$ cat src/rtl/rtc_timers_regs.svh
/*
 * Register offsets, field positions, reset values and divider counts of the
 * watchdog, countdown timer and square-wave helpers.
 * Assumes a divider chain that advances once per crystal edge (65536 per second).
 */
`ifndef RTC_TIMERS_REGS_SVH
`define RTC_TIMERS_REGS_SVH

// ----------------------------------------------------------------------------
// Register offsets
// ----------------------------------------------------------------------------
`define OFS_WATCHDOG        8'h09
`define OFS_SQW_ENABLE      8'h0A
`define OFS_EVENT_FLAGS     8'h0F
`define OFS_COUNTDOWN_VALUE 8'h10
`define OFS_COUNTDOWN_CTRL  8'h11
`define OFS_SQW_RATE        8'h13

// ----------------------------------------------------------------------------
// Field positions
// ----------------------------------------------------------------------------
`define BIT_WD_OSC_FAIL_IE  7
`define BIT_FLAG_WD_EXPIRED 7
`define BIT_FLAG_CD_DONE    3
`define BIT_CTRL_RUN        7
`define BIT_CTRL_WAVE       6
`define BIT_CTRL_IRQ_EN     5
`define BIT_SQW_ENABLE      6
`define POS_SQW_RATE_LSB    4

// ----------------------------------------------------------------------------
// Reset values
// ----------------------------------------------------------------------------
`define RST_WATCHDOG        8'h00
`define RST_COUNTDOWN       8'h00
`define RST_COUNTDOWN_CTRL  8'h00
`define RST_SQW_ENABLE      1'b0
`define RST_SQW_RATE        4'h0

// ----------------------------------------------------------------------------
// Divider counts, in crystal edges (two per 32.768 kHz cycle)
// ----------------------------------------------------------------------------
`define EDGES_PER_SECOND    32'd65536
`define WD_RES_16TH         18'd4095
`define WD_RES_QUARTER      18'd16383
`define WD_RES_ONE          18'd65535
`define WD_RES_FOUR         18'd262143
`define TICK_MASK_4096      18'h0000F
`define TICK_MASK_64        18'h003FF
`define TICK_MASK_1         18'h0FFFF
`define SECONDS_PER_MINUTE  6'd59
`define LOW_EDGES_4096      11'd16
`define LOW_EDGES_64        11'd1024
`define LOW_EDGES_SLOW      11'd1024

`endif

$ cat src/rtl/rtc_timers_pkg.sv
/*
 * Types shared by the timing helpers: register port bundle and state record.
 * Assumes the constants header is included by the user of these types.
 */
package rtc_timers_pkg;

	typedef struct packed {
		logic       wr;
		logic       rd;
		logic [7:0] addr;
		logic [7:0] wdata;
	} reg_req_t;

	typedef struct packed {
		logic        wd_irq;
		logic        cd_irq;
		logic        sqw;
		logic [7:0]  rdata;
	} outs_t;

	typedef struct packed {
		logic [17:0] div;
		logic [5:0]  sec;
		logic [7:0]  wd_reg;
		logic [17:0] wd_pre;
		logic [4:0]  wd_cnt;
		logic        wd_run;
		logic        wd_flag;
		logic [7:0]  cd_reload;
		logic [7:0]  cd_cnt;
		logic [7:0]  cd_ctrl;
		logic        cd_flag;
		logic [10:0] low_cnt;
		logic        sqw_en;
		logic [3:0]  sqw_rate;
		outs_t       o;
	} state_t;

endpackage

$ cat src/rtl/rtc_timers.sv
/*
 * Watchdog, 8-bit reloading countdown timer and square-wave generator of a
 * serial real-time clock, all run from the crystal divider chain.
 * Assumes the two-wire engine presents decoded register accesses one cycle
 * wide, a one-cycle crystal edge pulse, and a main-supply-good level.
 */
`timescale 1ns/10ps
`include "rtc_timers_regs.svh"

// Contract
// RULE1: Watchdog timeout equals multiplier times resolution 1/16, 1/4, 1 or 4 s.
// RULE2: Watchdog expired flag sets when the timeout elapses unrestarted.
// RULE3: Any watchdog register write restarts the timeout from its start.
// RULE4: Watchdog expiry asserts the watchdog interrupt request.
// RULE5: Writing low seven bits releases request; all zero disables watchdog.
// RULE6: Flags read clears watchdog expired flag but keeps request asserted.
// RULE7: Power-up clears watchdog register, leaving the watchdog disabled.
// RULE8: Countdown runs to 1, then next tick reloads and sets done flag.
// RULE9: Writing countdown value leaves done flag and interrupt untouched.
// RULE10: Countdown writes set the reload value; reads return live count.
// RULE11: Waveform choice 0 holds interrupt low until done flag cleared.
// RULE12: Waveform choice 1 gives one low cycle per n-cycle period.
// RULE13: Free-running mode still sets done flag; clearing it leaves output.
// RULE14: Reload one at 4096 or 64 Hz gives a half-period low pulse.
// RULE15: Reload value zero halts the countdown.
// RULE16: Flags read clears countdown done flag, releasing timer interrupt.
// RULE17: Clearing irq enable releases output; re-enabling with flag reasserts.
// RULE18: Run enable starts/stops, clears on power-down, resumes held count.
// RULE19: Tick source: 4096 Hz, 64 Hz, 1 Hz or 1/60 Hz.
// RULE20: Rate code 0 off, 1 is 32.768 kHz, each step halves to 1 Hz; code 2 gives 8.192 kHz instead of 16.384 kHz.
// RULE21: Square-wave enable gates the selected wave onto the pin.
// RULE22: Main supply below switchover disables the square-wave output.
module rtc_timers (
	input  wire logic                      clk_i,
	input  wire logic                      srst_i,
	input  wire rtc_timers_pkg::reg_req_t  reg_i,
	input  wire logic                      osc_edge_i,
	input  wire logic                      vcc_ok_i,
	output logic [7:0]                     reg_rdata_o,
	output logic                           watchdog_irq_o,
	output logic                           countdown_irq_o,
	output logic                           square_wave_pin_o
);

	rtc_timers_pkg::state_t s_q;
	rtc_timers_pkg::state_t s_d;

	// ------------------------------------------------------------------------
	// Decodes and divider taps
	// ------------------------------------------------------------------------
	logic        wr_wd;
	logic        wr_cdv;
	logic        wr_ctrl;
	logic        rd_flags;
	logic        tick_cd;
	logic        sec_tick;
	logic [17:0] wd_limit;
	logic        cd_reload_now;
	logic        cd_wave;

	assign wr_wd    = reg_i.wr && reg_i.addr == `OFS_WATCHDOG;
	assign wr_cdv   = reg_i.wr && reg_i.addr == `OFS_COUNTDOWN_VALUE;
	assign wr_ctrl  = reg_i.wr && reg_i.addr == `OFS_COUNTDOWN_CTRL;
	assign rd_flags = reg_i.rd && reg_i.addr == `OFS_EVENT_FLAGS;
	assign cd_wave  = s_q.cd_ctrl[`BIT_CTRL_WAVE];
	assign sec_tick = osc_edge_i && (s_q.div & `TICK_MASK_1) == `TICK_MASK_1;

	always_comb
	begin
		unique case (s_q.cd_ctrl[1:0]) // [RULE19]
			2'b00:   tick_cd = osc_edge_i && (s_q.div & `TICK_MASK_4096) == `TICK_MASK_4096;
			2'b01:   tick_cd = osc_edge_i && (s_q.div & `TICK_MASK_64) == `TICK_MASK_64;
			2'b10:   tick_cd = sec_tick;
			default: tick_cd = sec_tick && s_q.sec == `SECONDS_PER_MINUTE;
		endcase
		unique case (s_q.wd_reg[1:0]) // [RULE1]
			2'b00:   wd_limit = `WD_RES_16TH;
			2'b01:   wd_limit = `WD_RES_QUARTER;
			2'b10:   wd_limit = `WD_RES_ONE;
			default: wd_limit = `WD_RES_FOUR;
		endcase
	end

	// Halted with a zero reload, stopped by run enable, and stopped off main supply.
	assign cd_reload_now = tick_cd && vcc_ok_i && s_q.cd_ctrl[`BIT_CTRL_RUN]
		&& s_q.cd_reload != 8'h00 && s_q.cd_cnt <= 8'h01; // [RULE8] [RULE15]

	// ------------------------------------------------------------------------
	// Next state
	// ------------------------------------------------------------------------
	always_comb
	begin
		s_d = s_q;
		if (osc_edge_i)
		begin
			s_d.div = s_q.div + 18'h00001;
		end
		if (sec_tick)
		begin
			s_d.sec = (s_q.sec == `SECONDS_PER_MINUTE) ? 6'h00 : s_q.sec + 6'h01;
		end

		// Watchdog: prescaler counts one resolution step, multiplier counts steps.
		if (s_q.wd_run && osc_edge_i && vcc_ok_i)
		begin
			if (s_q.wd_pre == wd_limit)
			begin
				s_d.wd_pre = 18'h00000;
				s_d.wd_cnt = s_q.wd_cnt - 5'h01;
				if (s_q.wd_cnt == 5'h01)
				begin
					s_d.wd_run   = 1'b0;
					s_d.wd_flag  = 1'b1; // [RULE2]
					s_d.o.wd_irq = 1'b1; // [RULE4]
				end
			end
			else
			begin
				s_d.wd_pre = s_q.wd_pre + 18'h00001;
			end
		end
		if (rd_flags && !(s_d.wd_flag && !s_q.wd_flag))
		begin
			s_d.wd_flag = 1'b0; // [RULE6]
		end
		if (wr_wd)
		begin
			s_d.wd_reg   = reg_i.wdata;
			s_d.wd_pre   = 18'h00000; // [RULE3]
			s_d.wd_cnt   = reg_i.wdata[6:2]; // [RULE1]
			s_d.wd_run   = reg_i.wdata[6:2] != 5'h00; // [RULE5]
			s_d.o.wd_irq = 1'b0; // [RULE5]
		end

		// Countdown timer.
		if (tick_cd && vcc_ok_i && s_q.cd_ctrl[`BIT_CTRL_RUN] && s_q.cd_reload != 8'h00)
		begin
			if (cd_reload_now)
			begin
				s_d.cd_cnt  = s_q.cd_reload; // [RULE8]
				s_d.cd_flag = 1'b1; // [RULE13]
			end
			else
			begin
				s_d.cd_cnt = s_q.cd_cnt - 8'h01; // [RULE18]
			end
		end
		if (rd_flags && !cd_reload_now)
		begin
			s_d.cd_flag = 1'b0; // [RULE16]
		end
		if (wr_cdv)
		begin
			s_d.cd_reload = reg_i.wdata; // [RULE9] [RULE10]
		end
		if (wr_ctrl)
		begin
			s_d.cd_ctrl = reg_i.wdata & 8'hE3;
		end
		if (!vcc_ok_i)
		begin
			s_d.cd_ctrl[`BIT_CTRL_RUN] = 1'b0; // [RULE18]
		end

		// Free-running low pulse length, counted in crystal edges.
		if (cd_reload_now && cd_wave)
		begin
			unique case (s_q.cd_ctrl[1:0])
				2'b00:   s_d.low_cnt = (s_q.cd_reload == 8'h01) ?
					(`LOW_EDGES_4096 >> 1) : `LOW_EDGES_4096; // [RULE14]
				2'b01:   s_d.low_cnt = (s_q.cd_reload == 8'h01) ?
					(`LOW_EDGES_64 >> 1) : `LOW_EDGES_64; // [RULE14]
				default: s_d.low_cnt = `LOW_EDGES_SLOW;
			endcase
		end
		else if (osc_edge_i && s_q.low_cnt != 11'h000)
		begin
			s_d.low_cnt = s_q.low_cnt - 11'h001; // [RULE12]
		end
		if (!cd_wave)
		begin
			s_d.low_cnt = 11'h000;
		end

		// The request mirrors the next flag, or the next pulse count when free-running, so it appears with it.
		if (s_d.cd_ctrl[`BIT_CTRL_WAVE])
		begin
			s_d.o.cd_irq = s_d.cd_ctrl[`BIT_CTRL_IRQ_EN] && s_d.low_cnt != 11'h000; // [RULE13]
		end
		else
		begin
			s_d.o.cd_irq = s_d.cd_ctrl[`BIT_CTRL_IRQ_EN] && s_d.cd_flag; // [RULE11] [RULE17]
		end

		// Square wave.
		if (reg_i.wr && reg_i.addr == `OFS_SQW_ENABLE)
		begin
			s_d.sqw_en = reg_i.wdata[`BIT_SQW_ENABLE];
		end
		if (reg_i.wr && reg_i.addr == `OFS_SQW_RATE)
		begin
			s_d.sqw_rate = reg_i.wdata[`POS_SQW_RATE_LSB +: 4];
		end
		if (s_q.sqw_en && vcc_ok_i && s_q.sqw_rate != 4'h0) // [RULE21] [RULE22]
		begin
			s_d.o.sqw = (s_q.sqw_rate == 4'h1) ? s_q.div[0] : s_q.div[s_q.sqw_rate]; // [RULE20]
		end
		else
		begin
			s_d.o.sqw = 1'b0;
		end

		// Register read data, valid the cycle after the read strobe.
		s_d.o.rdata = 8'h00;
		if (reg_i.rd)
		begin
			unique case (reg_i.addr)
				`OFS_WATCHDOG:        s_d.o.rdata = s_q.wd_reg;
				`OFS_SQW_ENABLE:      s_d.o.rdata = {1'b0, s_q.sqw_en, 6'h00};
				`OFS_EVENT_FLAGS:     s_d.o.rdata = {s_q.wd_flag, 3'h0, s_q.cd_flag, 3'h0};
				`OFS_COUNTDOWN_VALUE: s_d.o.rdata = s_q.cd_cnt; // [RULE10]
				`OFS_COUNTDOWN_CTRL:  s_d.o.rdata = s_q.cd_ctrl;
				`OFS_SQW_RATE:        s_d.o.rdata = {s_q.sqw_rate, 4'h0};
				default:              s_d.o.rdata = 8'h00;
			endcase
		end
	end

	// ------------------------------------------------------------------------
	// State register
	// ------------------------------------------------------------------------
	always_ff @(posedge clk_i)
	begin
		if (srst_i)
		begin
			s_q          <= '0;
			s_q.wd_reg   <= `RST_WATCHDOG; // [RULE7]
			s_q.cd_cnt   <= `RST_COUNTDOWN;
			s_q.cd_ctrl  <= `RST_COUNTDOWN_CTRL;
			s_q.sqw_en   <= `RST_SQW_ENABLE;
			s_q.sqw_rate <= `RST_SQW_RATE;
		end
		else
		begin
			s_q <= s_d;
		end
	end

	assign reg_rdata_o       = s_q.o.rdata;
	assign watchdog_irq_o    = s_q.o.wd_irq;
	assign countdown_irq_o   = s_q.o.cd_irq;
	assign square_wave_pin_o = s_q.o.sqw;
endmodule // rtc_timers

$ cat config.mk
export PLATFORM = sky130hd
export DESIGN_NAME = rtc_timers
export DESIGN_NICKNAME = d
export VERILOG_FILES = /design/src/rtl/rtc_timers_pkg.sv /design/src/rtl/rtc_timers.sv
export VERILOG_INCLUDE_DIRS = /design/src /design/src/rtl
export SDC_FILE = /design/constraint.sdc
export NUM_CORES = 1
export LEC_CHECK = 0
export BUFFER_PORTS_ARGS = -buffer_cell sky130_fd_sc_hd__buf_2
export CORE_MARGIN = 2
export CORE_UTILIZATION = 55
export CTS_CLUSTER_DIAMETER = 100
export DETAILED_ROUTE_END_ITERATION = 6
export PLACE_DENSITY = 0.83
export RECOVER_POWER = 25
export REMOVE_ABC_BUFFERS = 1
export SLEW_MARGIN = 20
export SYNTH_ARGS = -nofsm -noshare
export SYNTH_HDL_FRONTEND = slang
export SYNTH_SLANG_ARGS = --single-unit
$ cat constraint.sdc
create_clock -name clk_i -period 3.5 [get_ports clk_i]
set_input_delay 0.525 -clock clk_i [delete_from_list [all_inputs] [get_ports clk_i]]
set_output_delay 0.525 -clock clk_i [all_outputs]
set_load 0.02 [all_outputs]
==> results.json <==
{
  "hold_path_startpoint": "reg_i[16]",
  "routed-via-count": 4472,
  "cts_resized": 0,
  "grt_usage": 0.233,
  "grt.overflow.total": 0,
  "worst_setup_path_start_kind": "primary input",
  "async_set_or_reset_flop_fraction_in_the_synthesized_netlist": 0,
  "critical-path-top-cell-by-count": "clkbuf_1",
  "crit_type": "primary input to register",
  "synth-edff-count": 0,
  "cts-htree-levels": 3,
  "drive_above_1_share": 0.0902,
  "synth-compound-area-share": 0.134,
  "cp_data_required_time_ps": 3660,
  "cts_sinks": 104,
  "worstHoldPathType": "primary input to register",
  "drt_pass1_iterations": 5,
  "finalHoldWorstSlack_ps": 417,
  "cp_top_family": "buffers and inverters",
  "post-synth-top-count-cell": "dfxtp_1",
  "clock_pin_slew_worst_setup_and_hold_paths_ps": 90,
  "muxShareOfSynthArea": 0.0717,
  "die_area_sq_mm": 0.0102,
  "report.final.setup_viol": 0,
  "hold_viol_final": 0,
  "fin_setup_tns_ps": 0,
  "row_count": 35,
  "violations": "max-capacitance violations, max-slew violations",
  "synth_top_area_cells": "dfxtp_1, nor2_1, mux2i_1",
  "routed_via_density": 6.11,
  "cell_area_after_technology_mapping_sq_mm": 0.00518,
  "ctsRootBufferMaster": "clkbuf_8",
  "rsz0062_at_grt": "no",
  "timing.fmax_mhz": 362,
  "synth_top_area_share": 0.402,
  "yosys.area_share.simple": 0.255,
  "drv_cap": 1,
  "port_buffers": 32,
  "critical-path-max-stage-delay_ps": 1270,
  "antenna_found_initial": 0,
  "p_int_mw": 1.48,
  "initialDrtViolationCount": 273,
  "seq_area_frac_synth": 0.402,
  "placeableCoreArea_sq_mm": 0.00920,
  "cts.repair_timing.setup_buffer_count": 0,
  "synth_top_cell_by_area": "dfxtp_1",
  "sw_frac_of_total": 0.224,
  "mapped_cells": 608,
  "dieHeight_um": 101,
  "start_util": 0.564,
  "vias_in_the_first_global_route": 4159,
  "preCtsSetupSlack_ps": 945,
  "postSynthAreaPerCell_sq_um": 8.52,
  "worst_path_arrival_ps": 2920,
  "comb_power_share": 0.038,
  "drc": 0,
  "routed_wl_um": 11600,
  "run_status": "finished with violations",
  "dominant_combinational_cell_family_by_area_after_synthesis": "simple AND/OR/NAND/NOR gates",
  "avgRoutedWirePerCell_um": 15.8,
  "area_share_of_xor_xnor_cells_in_the_synthesized_design": 0.0693,
  "min_period_ps": 2770,
  "cp_max_fo": 38,
  "antenna_violating_nets_post_route": 0,
  "grt_start_max_net_pins": 39,
  "ys_top_cells_by_count": "dfxtp_1, nor2_1, nand2_1",
  "pnr_worst_setup_slack_ps": 734,
  "finalCritPeriodShare": 0.790,
  "clkPwrFrac": 0.340,
  "n_antenna_cell": 0,
  "yosysWarnings": 0,
  "clk_path_buf_depth": 2,
  "cellLeakagePower_nw": 2.01,
  "worst_slew_margin_rel": -0.0973,
  "cts_hold_repair.buffers": 0,
  "detailedPlacementHpwl_um": 8560,
  "dieWidth_um": 101,
  "cts_inserted_buffers": 9,
  "yosysUniqueCellTypes": 68,
  "worstReg2RegStart": "s_q[91]$_SDFFE_PP0P_",
  "routability_congestion_estimate": 0.893,
  "insertion_delay_ps": 350,
  "ir_worst_vdd_uv": 190,
  "synthAdderAreaFrac": 0.0193,
  "sequentialPowerShare": 0.622,
  "number_of_buffer_and_inverter_instances_along_the_worst_setup_path": 2,
  "finalClockSkew_ps": 7.54,
  "max_slew.worst_pin.slew_ps": 1650,
  "crit_slowest_cell": "clkbuf_1",
  "cts_tree": "yes",
  "synthFlopType": "dfxtp_1",
  "crit_path_start": "srst_i",
  "power.switching_mw": 0.428,
  "power_per_cell_area_mw_per_mm2": 351,
  "ios": 33,
  "critical_path_cell_by_cell": "clkbuf_1 > clkbuf_1 > a21oi_1",
  "final_max_slew_viol_count": 39,
  "power_total_mw": 1.91,
  "areaGrowthSynthToFinish_pct": 5.24,
  "finish.net_count": 647,
  "critical_path.endpoint_type": "register",
  "postSynthRegisterBits": 104,
  "grt_first_pass_wirelength_um": 19200
}
cells by family after synthesis:
logic type               after synthesis
AND/OR/NAND/NOR                      261
AO/OA/AOI/OAI                        108
flip-flops                           104
buffers and inverters                 54
XOR/XNOR                              41
multiplexers                          32
adder cells (fa/ha/maj)                8
sequential cells by signal (all words and copies together), names as in the netlist:
register,cells
reg_rdata_o,8
watchdog_irq_o,1
countdown_irq_o,1
cd_wave,1
s_q,92
square_wave_pin_o,1
area by class of cell:
type                            count  area, sq um
Clock buffer                       12          145
Clock inverter                      3         18.8
Fill cell                         794         3740
Inverter                           19         71.3
Multi-Input combinational cell    450         2850
Sequential cell                   104         2080
Tap cell                          111          139
Timing Repair Buffer               33          149
metrics by stage:
stage / utilization / area, sq um / cells
after floorplan: - / 5000 / 573
after global placement: 0.577 / 5310 / 717
after detailed placement: 0.577 / 5310 / 717
after CTS: 0.595 / 5470 / 732
after global routing: 0.593 / 5450 / 732
final: 0.593 / 5450 / 732
layer usage:
| layer | wire length (um) | share of wire | global-route usage |
|---|---|---|---|
| met1 | 5140 | 0.44 | 0.290 |
| met2 | 5570 | 0.48 | 0.396 |
| met3 | 558 | 0.048 | 0.0513 |
| met4 | 315 | 0.027 | 0.0811 |
| met5 | 0 | 0 | 0 |
layout by cell type (no fill, tap or decap), types with 4 or more instances in the layout:
cell      count
nand3b_1      7
nor3b_1       4
xor2_1       21
nor4_2        4
a22oi_1       7
dfxtp_1     104
clkbuf_1     15
clkbuf_8     10
mux4_2        4
and3_1        8
nand4_1      13
nand2_1      55
and2_1        5
inv_1        19
buf_2        20
nand3_1      16
ha_1          8
xnor2_1      20
or3_1         5
a211oi_1      8
nand2b_1      4
a21oi_1      36
o21ai_0      23
nor2_1       95
nor3_1       10
mux2i_1      27
nor2b_1       5
nor4_1        5
path summary, 6_finish.rpt:
check	cells after the start	slack, ps	endpoint
max	3	730	s_q[42]$_SDFFE_PP0N_
max reg2reg	6	1050	s_q[89]$_SDFFE_PP0N_
min reg2reg	2	470	s_q[83]$_SDFFE_PP0P_
min	2	420	s_q[52]$_SDFF_PP0_
power by group through the flow:
| stage | combinational, mW | sequential (mW) | clock, mW |
|---|---|---|---|
| after CTS | 0.0723 | 1.19 | 0.665 |
| after global placement | 0.0703 | 1.22 | 0 |
| final | 0.0729 | 1.19 | 0.651 |
| after floorplan | 0.0268 | 1.22 | 0 |
| after detailed placement | 0.0718 | 1.22 | 0 |
| after global routing | 0.0792 | 1.19 | 0.712 |
(Power assumes the default switching activity.)
